--- src/verilog/fpp_pkg.sv ---
// Behaviour
// - Default space maps user code read-only to code reads; no writes that way.
// - With the buffer map bit set, data writes load the write-only page buffer.
// - Address bits 6..0 pick the byte in a page; bits 15..7 pick the page.
// - The buffer map bit overrides the external RAM select for data writes.
// - Space select 00 code, 01 signature, 10 fuses, 11 reserved for code reads.
// - Programming launches only after key nibble 5 then key nibble A.
// - First key does nothing; second writes buffer to the selected space, 11 none.
// - Any instruction between the two key writes aborts the launch; a write to the EEPROM or aux control register does not.
// - Busy stays high while programming runs and clears when it ends.
// - A brown-out that cuts programming short sets the error flag.
// - Buffer holds 64 bytes, one half of a 128-byte page per cycle.
// - Any count of loaded bytes from 1 to 64 may be programmed.
// - A loaded buffer location ignores further loads until cleared.
// - The whole buffer clears at the end of every write, which follows any auto-erase, and on a brown-out during programming.
// - Without auto-erase only loaded bytes are programmed; others stay unchanged.
// - Auto-erase erases the full page first; unloaded bytes end up blank.
// - The programmed page is the last page used while loading the buffer.
// - Launch from internal memory stalls the CPU; external launch polls busy.
// - Flash writes only clear bits; erase sets every page byte to FF.
// - Busy is changed by hardware only; software writes leave it alone.
package fpp_pkg;
    // Register map, byte addresses on the 32-bit bus
    localparam int             FPP_AXI_AW          = 8;
    localparam logic [7:0]     FPP_OFS_FLASH_CTRL  = 8'h00;
    localparam logic [7:0]     FPP_OFS_EEPROM_CTRL = 8'h04;
    localparam logic [7:0]     FPP_OFS_AUX_CTRL    = 8'h08;
    localparam logic [1:0]     FPP_RESP_OKAY       = 2'h0;
    localparam logic [1:0]     FPP_RESP_SLVERR     = 2'h2;

    // Field positions
    localparam int             FPP_KEY_LSB         = 4;
    localparam int             FPP_FPS_BIT         = 3;
    localparam int             FPP_FMOD_LSB        = 1;
    localparam int             FPP_BUSY_BIT        = 0;
    localparam int             FPP_AER_BIT         = 6;
    localparam int             FPP_ERR_BIT         = 1;
    localparam int             FPP_EXT_RAM_SELECT_BIT      = 1;

    // Launch keys and space codes
    localparam logic [3:0]     FPP_KEY_FIRST       = 4'h5;
    localparam logic [3:0]     FPP_KEY_SECOND      = 4'ha;
    localparam logic [1:0]     FPP_SPACE_CODE      = 2'h0;
    localparam logic [1:0]     FPP_SPACE_SIG       = 2'h1;
    localparam logic [1:0]     FPP_SPACE_FUSE      = 2'h2;
    localparam logic [1:0]     FPP_SPACE_RSVD      = 2'h3;
    localparam logic [15:0]    FPP_SIG_LAST        = 16'h027f;
    localparam logic [15:0]    FPP_FUSE_LAST       = 16'h00ff;
    localparam logic [7:0]     FPP_BLANK           = 8'hff;

    // Page buffer geometry
    localparam int             FPP_BUF_DEPTH       = 64;
    localparam int             FPP_IDX_W           = 6;
    localparam int             FPP_PAGE_W          = 9;
    localparam logic [5:0]     FPP_IDX_LAST        = 6'h3f;
    localparam logic [6:0]     FPP_PAGE_BASE       = 7'h00;

    // Erase and write times
    localparam int             FPP_CLK_PERIOD_NS   = 25;
    localparam int             FPP_PROG_TIME_MS    = 10;
    localparam int             FPP_PROG_CYCLES     = (FPP_PROG_TIME_MS * 1000000) / FPP_CLK_PERIOD_NS;
    localparam int             FPP_CNT_W           = 20;

    typedef enum logic [2:0] {
        FPP_IDLE,
        FPP_ERASE,
        FPP_ERASE_WAIT,
        FPP_WRITE,
        FPP_WRITE_WAIT
    } fpp_state_t;
endpackage : fpp_pkg

--- src/verilog/fpp_flash_page_program.sv ---
// Our own choices: the register addresses and register access over AXI4-Lite.
`timescale 1ns/100ps
module fpp_flash_page_program
    import fpp_pkg::*;
#(
    parameter int unsigned PROG_CYCLES = FPP_PROG_CYCLES
)(
    input  wire logic                  aclk,
    input  wire logic                  aresetn,
    input  wire logic                  ce,
    input  wire logic [FPP_AXI_AW-1:0] awaddr,
    input  wire logic                  awvalid,
    output logic                       awready,
    input  wire logic [31:0]           wdata,
    input  wire logic [3:0]            wstrb,
    input  wire logic                  wvalid,
    output logic                       wready,
    output logic [1:0]                 bresp,
    output logic                       bvalid,
    input  wire logic                  bready,
    input  wire logic [FPP_AXI_AW-1:0] araddr,
    input  wire logic                  arvalid,
    output logic                       arready,
    output logic [31:0]                rdata,
    output logic [1:0]                 rresp,
    output logic                       rvalid,
    input  wire logic                  rready,
    input  wire logic                  cpu_instr_done,
    input  wire logic                  cpu_exec_internal,
    output logic                       cpu_stall,
    input  wire logic                  code_rd_en,
    input  wire logic [15:0]           code_rd_addr,
    output logic                       code_rd_valid,
    output logic [7:0]                 code_rd_data,
    input  wire logic                  xw_en,
    input  wire logic [15:0]           xw_addr,
    input  wire logic [7:0]            xw_data,
    output logic                       xram_we,
    output logic                       xram_ext_sel,
    output logic [15:0]                xram_addr,
    output logic [7:0]                 xram_wdata,
    input  wire logic                  brownout_async,
    output logic                       fl_rd_en,
    output logic                       fl_erase,
    output logic                       fl_prog,
    output logic [1:0]                 fl_space,
    output logic [15:0]                fl_addr,
    output logic [7:0]                 fl_prog_mask,
    input  wire logic [7:0]            fl_rd_data
);
    typedef struct packed {
        fpp_state_t                state;
        logic [FPP_CNT_W-1:0]      cnt;
        logic [FPP_IDX_W-1:0]      idx;
        logic [FPP_BUF_DEPTH-1:0]  loaded;
        logic [FPP_PAGE_W-1:0]     page;
        logic                      half;
        logic [1:0]                op_space;
        logic                      armed;
        logic                      page_buffer_map;
        logic [1:0]                fmod;
        logic                      aer;
        logic                      err;
        logic                      ext_ram;
        logic                      stall;
        logic                      bo_meta;
        logic                      bo_sync;
        logic                      aw_got;
        logic [FPP_AXI_AW-1:0]     aw_addr;
        logic                      w_got;
        logic [7:0]                w_data;
        logic                      w_lane0;
        logic                      bvalid;
        logic [1:0]                bresp;
        logic                      rvalid;
        logic [7:0]                rdata;
        logic [1:0]                rresp;
        logic                      rd_pend;
        logic                      rd_ok;
        logic                      code_valid;
        logic [7:0]                code_data;
        logic                      xram_we;
        logic                      xram_ext;
        logic [15:0]               xram_addr;
        logic [7:0]                xram_wdata;
        logic                      fl_rd_en;
        logic                      fl_erase;
        logic                      fl_prog;
        logic [1:0]                fl_space;
        logic [15:0]               fl_addr;
        logic [7:0]                fl_mask;
    } fpp_regs_t;

    fpp_regs_t              q;
    fpp_regs_t              d;
    logic [7:0]             buf_mem [FPP_BUF_DEPTH];
    logic                   buf_we;
    logic                   prog_busy;
    logic                   wr_do;
    logic                   wr_ctl;
    logic [3:0]             wr_key;
    logic [1:0]             wr_fmod;
    logic                   launch;
    logic                   launch_go;
    logic                   rd_in_range;
    logic [FPP_CNT_W-1:0]   cnt_last;

    assign cnt_last  = FPP_CNT_W'(PROG_CYCLES - 1);
    assign prog_busy = (q.state != FPP_IDLE);

    // Decoded register write; the bus write itself is the key instruction
    assign wr_do     = q.aw_got & q.w_got & ~q.bvalid;
    assign wr_ctl    = wr_do & q.w_lane0 & (q.aw_addr == FPP_OFS_FLASH_CTRL);
    assign wr_key    = q.w_data[FPP_KEY_LSB +: 4];
    assign wr_fmod   = q.w_data[FPP_FMOD_LSB +: 2];
    assign launch    = wr_ctl & (wr_key == FPP_KEY_SECOND) & q.armed;
    assign launch_go = launch & ~prog_busy & (wr_fmod != FPP_SPACE_RSVD);

    // Readable range per space; reserved space reads blank
    always_comb
    begin
        case (q.fmod)
            FPP_SPACE_CODE: rd_in_range = 1'b1;
            FPP_SPACE_SIG:  rd_in_range = (code_rd_addr <= FPP_SIG_LAST);
            FPP_SPACE_FUSE: rd_in_range = (code_rd_addr <= FPP_FUSE_LAST);
            default:        rd_in_range = 1'b0;
        endcase
    end

    // Next-state logic for every register of the block except the page buffer storage
    always_comb
    begin
        logic [7:0] rtmp;
        rtmp         = 8'h00;
        d            = q;
        buf_we       = 1'b0;
        d.fl_rd_en   = 1'b0;
        d.fl_erase   = 1'b0;
        d.fl_prog    = 1'b0;
        d.xram_we    = 1'b0;
        d.code_valid = 1'b0;
        d.rd_pend    = 1'b0;
        // Brown-out level crosses in through two flops
        d.bo_meta    = brownout_async;
        d.bo_sync    = q.bo_meta;

        // Write address and data are taken independently
        if (awvalid && awready)
        begin
            d.aw_got  = 1'b1;
            d.aw_addr = awaddr;
        end
        if (wvalid && wready)
        begin
            d.w_got   = 1'b1;
            d.w_data  = wdata[7:0];
            d.w_lane0 = wstrb[0];
        end
        if (bvalid && bready)
            d.bvalid = 1'b0;

        // Register writes; only byte lane 0 carries register bits
        if (wr_do)
        begin
            d.aw_got = 1'b0;
            d.w_got  = 1'b0;
            d.bvalid = 1'b1;
            d.bresp  = FPP_RESP_OKAY;
            case (q.aw_addr)
                FPP_OFS_FLASH_CTRL:
                    if (q.w_lane0)
                    begin
                        // Busy bit position is not written by software
                        d.page_buffer_map   = q.w_data[FPP_FPS_BIT];
                        d.fmod  = wr_fmod;
                        // Only key 5 arms; anything else drops the unlock state
                        d.armed = (wr_key == FPP_KEY_FIRST);
                    end
                FPP_OFS_EEPROM_CTRL:
                    if (q.w_lane0)
                    begin
                        d.aer = q.w_data[FPP_AER_BIT];
                        if (q.w_data[FPP_ERR_BIT])
                            d.err = 1'b0;
                    end
                FPP_OFS_AUX_CTRL:
                    if (q.w_lane0)
                        d.ext_ram = q.w_data[FPP_EXT_RAM_SELECT_BIT];
                default:
                    d.bresp = FPP_RESP_SLVERR;
            endcase
        end
        else if (cpu_instr_done)
        begin
            // Any instruction between the keys other than a register write aborts the launch
            d.armed = 1'b0;
        end

        // Register reads answer one cycle after the address is taken
        if (rvalid && rready)
            d.rvalid = 1'b0;
        if (arvalid && arready)
        begin
            d.rvalid = 1'b1;
            d.rresp  = FPP_RESP_OKAY;
            case (araddr)
                FPP_OFS_FLASH_CTRL:
                begin
                    rtmp[FPP_FPS_BIT]       = q.page_buffer_map;
                    rtmp[FPP_FMOD_LSB +: 2] = q.fmod;
                    rtmp[FPP_BUSY_BIT]      = prog_busy;
                end
                FPP_OFS_EEPROM_CTRL:
                begin
                    rtmp[FPP_AER_BIT] = q.aer;
                    rtmp[FPP_ERR_BIT] = q.err;
                end
                FPP_OFS_AUX_CTRL:
                    rtmp[FPP_EXT_RAM_SELECT_BIT] = q.ext_ram;
                default:
                    d.rresp = FPP_RESP_SLVERR;
            endcase
            d.rdata = rtmp;
        end

        // Code reads; the array path is lent to the sequencer while busy
        if (code_rd_en)
        begin
            d.rd_pend = 1'b1;
            d.rd_ok   = rd_in_range & ~prog_busy;
            if (rd_in_range && !prog_busy)
            begin
                d.fl_rd_en = 1'b1;
                d.fl_space = q.fmod;
                d.fl_addr  = code_rd_addr;
            end
        end
        if (q.rd_pend)
        begin
            d.code_valid = 1'b1;
            d.code_data  = q.rd_ok ? fl_rd_data : FPP_BLANK;
        end

        // Data writes: buffer map wins over the RAM select
        if (xw_en)
        begin
            if (q.page_buffer_map)
            begin
                if (!prog_busy)
                begin
                    d.page = xw_addr[15:7];
                    d.half = xw_addr[6];
                    if (!q.loaded[xw_addr[5:0]])
                    begin
                        buf_we                    = 1'b1;
                        d.loaded[xw_addr[5:0]]    = 1'b1;
                    end
                end
            end
            else
            begin
                d.xram_we    = 1'b1;
                d.xram_ext   = q.ext_ram;
                d.xram_addr  = xw_addr;
                d.xram_wdata = xw_data;
            end
        end

        // Programming sequencer
        case (q.state)
            FPP_IDLE:
                if (launch_go)
                begin
                    d.op_space = wr_fmod;
                    d.stall    = cpu_exec_internal;
                    d.idx      = '0;
                    d.cnt      = '0;
                    d.state    = q.aer ? FPP_ERASE : FPP_WRITE;
                end
            FPP_ERASE:
            begin
                // Whole page, both halves, goes blank
                d.fl_erase = 1'b1;
                d.fl_space = q.op_space;
                d.fl_addr  = {q.page, FPP_PAGE_BASE};
                d.cnt      = '0;
                d.state    = FPP_ERASE_WAIT;
            end
            FPP_ERASE_WAIT:
            begin
                d.cnt = q.cnt + 1'b1;
                if (q.cnt == cnt_last)
                begin
                    d.idx   = '0;
                    d.state = FPP_WRITE;
                end
            end
            FPP_WRITE:
            begin
                // Only loaded bytes are offered; zero bits form the mask
                if (q.loaded[q.idx])
                begin
                    d.fl_prog  = 1'b1;
                    d.fl_space = q.op_space;
                    d.fl_addr  = {q.page, q.half, q.idx};
                    d.fl_mask  = ~buf_mem[q.idx];
                end
                d.idx = q.idx + 1'b1;
                if (q.idx == FPP_IDX_LAST)
                begin
                    d.cnt   = '0;
                    d.state = FPP_WRITE_WAIT;
                end
            end
            FPP_WRITE_WAIT:
            begin
                d.cnt = q.cnt + 1'b1;
                if (q.cnt == cnt_last)
                begin
                    d.loaded = '0;
                    d.stall  = 1'b0;
                    d.state  = FPP_IDLE;
                end
            end
            default:
                d.state = FPP_IDLE;
        endcase

        // Brown-out cuts programming short; set wins over the clear above
        if (q.bo_sync && prog_busy)
        begin
            d.err    = 1'b1;
            d.loaded = '0;
            d.stall  = 1'b0;
            d.state  = FPP_IDLE;
        end
    end

    // State register, frozen while the clock enable is low
    always_ff @(posedge aclk)
    begin
        if (!aresetn)
            q <= '0;
        else if (ce)
            q <= d;
    end

    // Page buffer storage; content is only valid under the loaded bits
    always_ff @(posedge aclk)
    begin
        if (ce && buf_we)
            buf_mem[xw_addr[5:0]] <= xw_data;
    end

    assign awready       = ~q.aw_got & ~q.bvalid;
    assign wready        = ~q.w_got & ~q.bvalid;
    assign bvalid        = q.bvalid;
    assign bresp         = q.bresp;
    assign arready       = ~q.rvalid;
    assign rvalid        = q.rvalid;
    assign rdata         = {24'h000000, q.rdata};
    assign rresp         = q.rresp;
    assign cpu_stall     = q.stall;
    assign code_rd_valid = q.code_valid;
    assign code_rd_data  = q.code_data;
    assign xram_we       = q.xram_we;
    assign xram_ext_sel  = q.xram_ext;
    assign xram_addr     = q.xram_addr;
    assign xram_wdata    = q.xram_wdata;
    assign fl_rd_en      = q.fl_rd_en;
    assign fl_erase      = q.fl_erase;
    assign fl_prog       = q.fl_prog;
    assign fl_space      = q.fl_space;
    assign fl_addr       = q.fl_addr;
    assign fl_prog_mask  = q.fl_mask;
endmodule : fpp_flash_page_program

--- config.mk ---
export PLATFORM = sky130hd
export DESIGN_NAME = fpp_flash_page_program
export DESIGN_NICKNAME = d
export VERILOG_FILES = /design/src/verilog/fpp_pkg.sv /design/src/verilog/fpp_flash_page_program.sv
export SDC_FILE = /design/constraint.sdc
export NUM_CORES = 1
export LEC_CHECK = 0
export ABC_AREA = 1
export BUFFER_PORTS_ARGS = -buffer_cell sky130_fd_sc_hd__buf_2
export CAP_MARGIN = 40
export CORE_ASPECT_RATIO = 1.4
export CORE_MARGIN = 2
export CORE_UTILIZATION = 55
export CTS_CLUSTER_SIZE = 24
export DETAILED_ROUTE_END_ITERATION = 8
export PLACE_DENSITY = 0.72
export SLEW_MARGIN = 0
export SYNTH_ARGS = -nofsm -noshare
export SYNTH_HDL_FRONTEND = slang
export SYNTH_SLANG_ARGS = --single-unit
--- constraint.sdc ---
create_clock -name aclk -period 2.3 [get_ports aclk]
set_input_delay 0.23 -clock aclk [delete_from_list [all_inputs] [get_ports aclk]]
set_output_delay 0.23 -clock aclk [all_outputs]
set_load 0.005 [all_outputs]
* After elaboration in Yosys (flattened, before gate mapping)
Memory sizes are Yosys's and may differ from the RTL's. A register that Yosys moved wholly into a read port is not among the register bits. Cells that the tools add are included.
Storage, ports and cells: register bits after elaboration 211, bits in writable memories 512, input port bits 113, output and inout bits 106, word-level logic and storage cells 218, memories kept 1
Operators by class: add/subtract/negate cells 2, magnitude comparators 5, equal/unequal tests 24, multiplexer cells 74, bitwise gates (word level) 19, reduce and logical (&&, ||, !) cells 53
Memories:
- buf_mem | words 64, width 8, rd ports 1, clocked after memory_dff 1, wr ports 1, RTL line fpp_flash_page_program.sv:96 | logic [7:0] buf_mem [FPP_BUF_DEPTH];
Operators with widths (count):
- two-way mux 64 bit | 4
- two-way mux 74 bit | 3
- case mux 20 bit (4 select lines) | 1
- bitwise OR 64 bit | 1
- two-way mux 26 bit | 2
- two-way mux 18 bit | 2
- case mux 18 bit (2 select lines) | 1
- AND reduction 4 bit | 8
- two-way mux 1 bit | 30
- two-way mux 29 bit | 1
- two-way mux 27 bit | 1
- two-way mux 23 bit | 1
- adder 20 x 1 -> 20 bit (second input constant) | 1
- equality test 20 x 19 -> 1 bit (second input constant) | 1
- AND reduction 2 bit | 10
- two-way mux 6 bit | 3
- two-way mux 9 bit | 2
- case mux 6 bit (3 select lines) | 1
- nonzero test 2 bit | 9
- equality test 8 x 3 -> 1 bit (second input constant) | 2
- equality test 8 x 4 -> 1 bit (second input constant) | 2
- <= comparator 16 x 10 -> 1 bit (second input constant) | 1
- <= comparator 16 x 8 -> 1 bit (second input constant) | 1
- logical NOT 8 bit | 2
- 38 further kinds | 87

* Longest topological paths before layout
Gate-level depths: netlist (run 1).
word-level depth 12, mapped depth 19, depth with buffers taken out 17

* Worst setup path after synthesis (run 1)
Ideal clock, no wire load.
kind input-to-reg, start input xw_addr[1], end memory buf_mem[40][0] (enable), arrival 2.067 ns, required time 1.930 ns, setup slack -0.137 ns, stages on the path 14, cells stage by stage buf_2 nand3_1 clkbuf_1 nor2_1 a21oi_1 nand4_1 nand2_1 nand2_1 nor2_2 nand2_4 nor2_8 buf_6 nand3_1 nor2_1
On the way: word-level cells in the longest chain between the ends 9
RTL lines:
- start: declaration | RTL line fpp_flash_page_program.sv:36 | input wire logic [15:0] xw_addr,
- binary-select mux 1 bit (select 6 bit) | RTL line fpp_flash_page_program.sv:253 | if (!q.loaded[xw_addr[5:0]])
- two-way mux 1 bit (not written as such) | RTL line fpp_flash_page_program.sv:253
- two-way mux 1 bit | RTL line fpp_flash_page_program.sv:253
- two-way mux 1 bit | RTL line fpp_flash_page_program.sv:249 | if (!prog_busy)
- two-way mux 1 bit | RTL line fpp_flash_page_program.sv:247 | if (q.page_buffer_map)
- two-way mux 1 bit | RTL line fpp_flash_page_program.sv:245 | if (xw_en)
- logical AND 1 bit | RTL line fpp_flash_page_program.sv:351 | if (ce && buf_we)
- two-way mux 1 bit | RTL line fpp_flash_page_program.sv:351
- two-way mux 1 bit (not written as such) | RTL line fpp_flash_page_program.sv:352 | buf_mem[xw_addr[5:0]] <= xw_data;
- end: declaration | RTL line fpp_flash_page_program.sv:96
Parallel ways exist; a longest one is shown, timed or not. The select of a mux whose other input is x is not followed.

* Final worst setup path (run 1)
start register q[183] in the netlist's numbering, end memory buf_mem[51][1] (enable)
On the way: word-level cells in the longest chain between the ends 9
RTL lines:
- start: declaration | RTL line fpp_flash_page_program.sv:94 | fpp_regs_t q;
- start signal: assignment | RTL line fpp_flash_page_program.sv:343 | q <= '0;
- start signal: assignment | RTL line fpp_flash_page_program.sv:345 | q <= d;
- binary-select mux 1 bit (select 6 bit) | RTL line fpp_flash_page_program.sv:253
- two-way mux 1 bit (not written as such) | RTL line fpp_flash_page_program.sv:253
- two-way mux 1 bit | RTL line fpp_flash_page_program.sv:253
- two-way mux 1 bit | RTL line fpp_flash_page_program.sv:249
- two-way mux 1 bit | RTL line fpp_flash_page_program.sv:247
- two-way mux 1 bit | RTL line fpp_flash_page_program.sv:245
- logical AND 1 bit | RTL line fpp_flash_page_program.sv:351
- two-way mux 1 bit | RTL line fpp_flash_page_program.sv:351
- two-way mux 1 bit (not written as such) | RTL line fpp_flash_page_program.sv:352
No other way between the ends. The select of a mux whose other input is x is not followed.

==> results of run 1 <==
==> power by group <==
part | switching (mW) | total (mW) | internal (mW)
Clock | 5.00 | 11.5 | 6.48
Sequential | 0.216 | 14.4 | 14.2
Combinational | 5.95 | 8.68 | 2.73
Total | 11.2 | 34.6 | 23.4
==> worst max-delay path, cell delays in order (launching register included) <==
cell and delay [ps]:
dfxtp_4 360, nand2_2 70, a21oi_2 40, or2_1 200, nand2_1 70, nand2_1 70
nand2_1 60, nand2_1 60, nor2_2 140, nand2_4 110, buf_12 160, buf_8 120
nor2_4 90, buf_8 150, nand2_2 60, nor2_2 120, buf_6 150
==> cell type report <==
type                       instances  area share [%]
inverter                         153            1.53
tap                              749            2.38
multi-input combinational       2394            29.8
clock buffer                      76            4.48
sequential                       726            50.0
timing repair buffer             500            10.6
clock inverter                    46            1.23
==> Yosys cell counts, types with 2 or more instances <==
library cell / instances
xor2_1: 10
buf_1: 27
nand3_1: 648
o21ai_0: 112
buf_2: 16
a21oi_1: 126
nand3_2: 3
dfxtp_1: 214
nor4_1: 4
and3_1: 2
clkinv_1: 11
nand3b_1: 3
nor3b_1: 3
edfxtp_1: 512
o21ai_1: 2
nand4_1: 19
clkbuf_1: 178
nand2_1: 960
a211oi_1: 71
nor3_1: 30
inv_2: 9
o22ai_1: 14
nor2_1: 274
buf_4: 96
a22oi_1: 3
nor2_2: 2
ha_1: 2
buf_6: 3
nand2_2: 2
inv_1: 132
a41oi_1: 64
==> worst paths after layout <==
check / from / end / slack [ps] / cells after the start
max: q[183] / buf_mem[51][1] / -50 / 16
min: araddr[3] / rresp[1] / 40 / 4
max reg2reg: q[183] / buf_mem[51][1] / -50 / 16
min reg2reg: q[111] / q[111] / 460 / 2
==> kinds of logic after synthesis <==
kind of cell | after synthesis | synth area share [%]
XOR/XNOR | 11 | 0.294
other | 1 | 0.0114
adder cells (fa/ha/maj) | 2 | 0.0763
AO/OA/AOI/OAI | 398 | 7.50
flip-flops | 726 | 60.0
buffers and inverters | 474 | 6.69
AND/OR/NAND/NOR | 1954 | 25.4
==> registers in the layout (all words and copies together), names as in the netlist, named ones only <==
signal	count
xram_addr	16
fl_erase	1
bvalid	1
fl_space	2
code_rd_valid	1
buf_mem	512
q	133
bresp	1
xram_ext_sel	1
fl_addr	16
fl_prog	1
rdata	5
d	1
fl_prog_mask	8
fl_rd_en	1
code_rd_data	8
rvalid	1
rresp	1
xram_we	1
xram_wdata	8
cpu_stall	1
==> timing repair <==
action,CTS,global route
gates cloned,0,5
resized for setup,51,146
pin swaps,3,41
hold buffers,45,0
endpoints found under the hold margin,58,0
setup buffers,0,4
endpoints found under the setup margin,376,469
==> per-layer routing <==
metal	vias to the layer above	global-route usage, %	share of wire, %
met5	-	0	0
met4	0	18.4	6.2
met3	350	4.81	7.8
met2	1455	55.9	51
met1	12900	37.1	35
li1	12800	-	-
==> stage by stage <==
stage / utilization, % / power, mW
2_1_floorplan: - / 19.7
4_1_cts: 65.8 / 34.1
5_1_grt: 67.1 / 35.9
6_report: 67.1 / 34.6
3_3_place_gp: 60.9 / 22.6
3_5_place_dp: 60.9 / 22.7
==> flow_summary.yaml, run 1 <==
critical_path:
  cp-end-kind: "flop"
  worstPathMaxFanout: 8
  worstPathRequired_ps: 2620
  cp.arrival_ps: 2670
  start_kind: "flop"
  crit_type: "flop to flop"
global_route:
  antenna_found_initial: 0
  grt_pass1_wl_um: 149000
  grt_max_degree: 83
  grt_pass1_vias: 26100
  grt_use_total_pct: 31.9
  grt-ovfl-total: 0
final_layout:
  final_common_cell: "nand2_1"
  final_area_um2: 39400
  final_nets: 3957
  final_cells: 4644
  final_cell_mix: "nand2_1 (940), nand3_1 (623), edfxtp_1 (512), buf_4 (219)"
  synthToLayoutAreaGrowth_pct: 20.2
  multi_input_area_um2: 11700
  regArea_um2: 19700
  n_fill_cell: 4458
  drive_gt1_share_pct: 18.3
  n_antenna_cell: 0
drt:
  drcViolationCount: 0
  firstDrtPassIters: 6
  ant_nets: 0
  vias: 27400
  drt_wl_total_um: 99800
  wl_per_cell_um: 21.5
  viasPerCell: 5.91
  first_iter_violations: 2947
power:
  ir_drop_v: 0.000825
  leakage_nw: 14.7
  p_per_area_nw_per_um2: 877
synthesis:
  synth_area_leaders: "edfxtp_1 (47%), dfxtp_1 (13%), nand2_1 (11%), nand3_1 (9.9%), nor2_1 (3.1%)"
  ys_ff_latch: 726
  yosysTopAreaCell: "edfxtp_1"
  synth_top_area_share_pct: 46.9
  synth_area_um2: 32800
  seq_area_frac_synth_pct: 60.0
  synth_cell_types: 45
  synth-edff-count: 512
  synth-main-ff-cell: "edfxtp_1"
  async_flop_share_pct: 0
  synthCells: 3566
  avgSynthCellArea_um2: 9.19
  ys_warn_count: 0
floorplanning:
  num_rows: 105
  die_area_um2: 61600
  die_y_um: 293
  ios: 219
  start_util_pct: 55.8
  core_um2: 58700
  die_width_um: 210
place:
  gp_congestion: 0.945
  hpwlAfterDp_um: 65500
  io_buffers: 161
  placed_cells: 4468
  dpl_cell_area_um2: 35700
  pre_cts_slack_ps: -561
sta:
  finClkSkew_ps: 32.0
  maxSlewHeadroom_pct: 42.8
  layout_setup_ws_ps: -47.5
  worst_pin_slew_ps: 858
  fin_crit_sh_pct: 102
  clock.fmax_mhz: 426
  period_needed_ps: 2350
  finalSetupViolations: 167
  whs_ps: 40.8
  finalHoldViolations: 0
  setup_tns_ps: -2980
  drv_slew: 0
  rsz0062_at_grt: "true"
clocking:
  cts_sinks: 726
  tritoncts: "done"
  h-tree-depth: 3
  path_clk_slew_ps: 70
  worstSkewPairLatency_ps: 630
  cts_buffers: 67
  clockBufferDepth: 3
  clockRootBuffer: "clkbuf_16"
job:
  maxCapViolations: 0
run_status:
  violations: "setup timing"
  status: "complete, but fails checks"
hold_path:
  hold_path_class: "input port to flop"
(Power assumes the default switching activity.)
==> run 2, diff against run 1 <==
- CORE_ASPECT_RATIO: 1.4 -> 1.25
==> flow_summary.yaml, run 2 (synthesis results as in run 1) <==
place:
  hpwlAfterDp_um: 64400
  io_buffers: 161
  dpl_cell_area_um2: 35900
  gp_congestion: 0.935
  pre_cts_slack_ps: -544
  placed_cells: 4493
critical_path:
  worstPathRequired_ps: 2640
  timing.rr.start: "q[183]"
  cp-end-kind: "flop"
  cp.arrival_ps: 2680
  rrSetupSlack_ps: -40
  crit_type: "flop to flop"
  worstPathMaxFanout: 8
  startpoint: "q[183]"
  start_kind: "flop"
drt:
  wl_per_cell_um: 21.0
  vias: 27300
  firstDrtPassIters: 6
  first_iter_violations: 2624
  drt_wl_total_um: 98100
  viasPerCell: 5.84
  drcViolationCount: 0
  ant_nets: 0
sta:
  finClkSkew_ps: 18.7
  layout_setup_ws_ps: -44.6
  period_needed_ps: 2340
  finalHoldViolations: 0
  drv_slew: 0
  clock.fmax_mhz: 427
  worst_pin_slew_ps: 858
  finalSetupViolations: 127
  fin_crit_sh_pct: 102
  maxSlewHeadroom_pct: 42.8
  rsz0062_at_grt: "true"
clocking:
  cts_sinks: 726
  h-tree-depth: 3
  tritoncts: "done"
  clockRootBuffer: "clkbuf_16"
  path_clk_slew_ps: 70
  worstSkewPairLatency_ps: 630
  clockBufferDepth: 3
  cts_buffers: 69
floorplanning:
  ios: 219
  start_util_pct: 55.4
  num_rows: 100
  core_um2: 59200
  die_y_um: 277
  die_width_um: 222
  die_area_um2: 61600
power:
  ir_drop_v: 0.000716
  internal-power_mw: 22.7
  switching_power_mw: 11.1
  p_per_area_nw_per_um2: 858
  power_frac_comb_pct: 24.9
  seqPwrFrac_pct: 42.5
  pwr-share-clk_pct: 32.6
  leakage_nw: 14.8
  swShare_pct: 32.8
job:
  maxCapViolations: 0
final_layout:
  final_common_cell: "nand2_1"
  final_core_util_pct: 66.5
  largest_reg_flops: 512
  final_cells: 4674
  synthToLayoutAreaGrowth_pct: 20.1
  drive_gt1_share_pct: 18.4
  final_nets: 3969
  final_area_um2: 39400
  final_cell_mix: "nand2_1 (933), nand3_1 (629), edfxtp_1 (512), buf_4 (227), nor2_1 (206)"
  n_antenna_cell: 0
run_status:
  violations: "setup timing"
  status: "complete, but fails checks"
global_route:
  grt_max_degree: 79
  grt_use_total_pct: 31.4
  grt_pass1_vias: 26200
  grt-ovfl-total: 0
  antenna_found_initial: 0
  grt_pass1_wl_um: 150000
hold_path:
  hold_start: "arvalid"
  hold_path_class: "input port to flop"
run 2: cell count changes in the layout (fill, tap and decap cells not counted), moves of 7 or more:
cell | before | now
nand2_4 | 11 | 20
clkinv_2 | 8 | 15
buf_4 | 219 | 227
nand3_2 | 24 | 17
nand2_1 | 940 | 933
buf_12 | 35 | 42
run 2: cell type report:
| cell class | count | area (um^2) |
|---|---|---|
| well taps | 765 | 957 |
| inverters | 153 | 601 |
| multi-input cells | 2394 | 11800 |
| repair buffers | 510 | 4220 |
| flip-flops and latches | 726 | 19700 |
| clock buffers | 83 | 1790 |
| clock inverters | 43 | 354 |
| fillers | 4584 | 19800 |
run 2: through the flow:
stage	setup TNS, ps	hold WS (ps)	total power [mW]
final	-1340	24.7	33.8
after global routing	-45890	56.1	35.1
after CTS	-27.5	3.52	33.6
after detailed placement	-190070	454	22.7
after global placement	-158060	447	22.6
after floorplan	-20760	329	19.7
run 2: timing repair:
action | in CTS | in global routing
gates resized for setup | 45 | 152
gates cloned | 0 | 1
hold buffers | 48 | 0
buffers inserted | 0 | 6
endpoints found under the hold margin | 58 | 0
setup endpoints to repair | 384 | 501
pin swaps | 3 | 49
run 2: critical path: stages (launching register included):
cell	delay, ps
dfxtp_2	350
nand2_2	70
a21oi_2	40
or2_1	220
nand2_1	60
nand2_1	60
nand2_1	70
nand2_1	60
nor2_2	150
nand2_4	120
buf_12	150
nor2_8	140
buf_12	150
nand3_1	100
nor2_2	160
buf_12	150
run 2: final timing paths:
| kind | to | depth (start not counted) |
|---|---|---|
| max reg2reg | buf_mem[8][3] | 15 |
| min | rdata[1] | 4 |
| max | buf_mem[8][3] | 15 |
| min reg2reg | xram_ext_sel | 2 |
run 2: power by group through the flow:
| stage | clock network, mW | registers (mW) | logic [mW] |
|---|---|---|---|
| after floorplan | 0 | 14.6 | 5.13 |
| after global placement | 0 | 14.6 | 7.98 |
| after detailed placement | 0 | 14.6 | 8.08 |
| after CTS | 11.1 | 14.4 | 8.21 |
| after global routing | 11.5 | 14.4 | 9.17 |
| final | 11.0 | 14.4 | 8.41 |
run 2: routing by layer:
metal  part of all wire [%]  vias to the layer above  track usage (%)  wire length (um)
met3                    7.7                      270             5.24              7570
met2                     50                     1223             53.8             49100
met5                      0                        -                0                 0
met1                     37                    13000             38.2             36500
met4                    5.0                        0             16.4              4900
li1                       -                    12800                -                 -
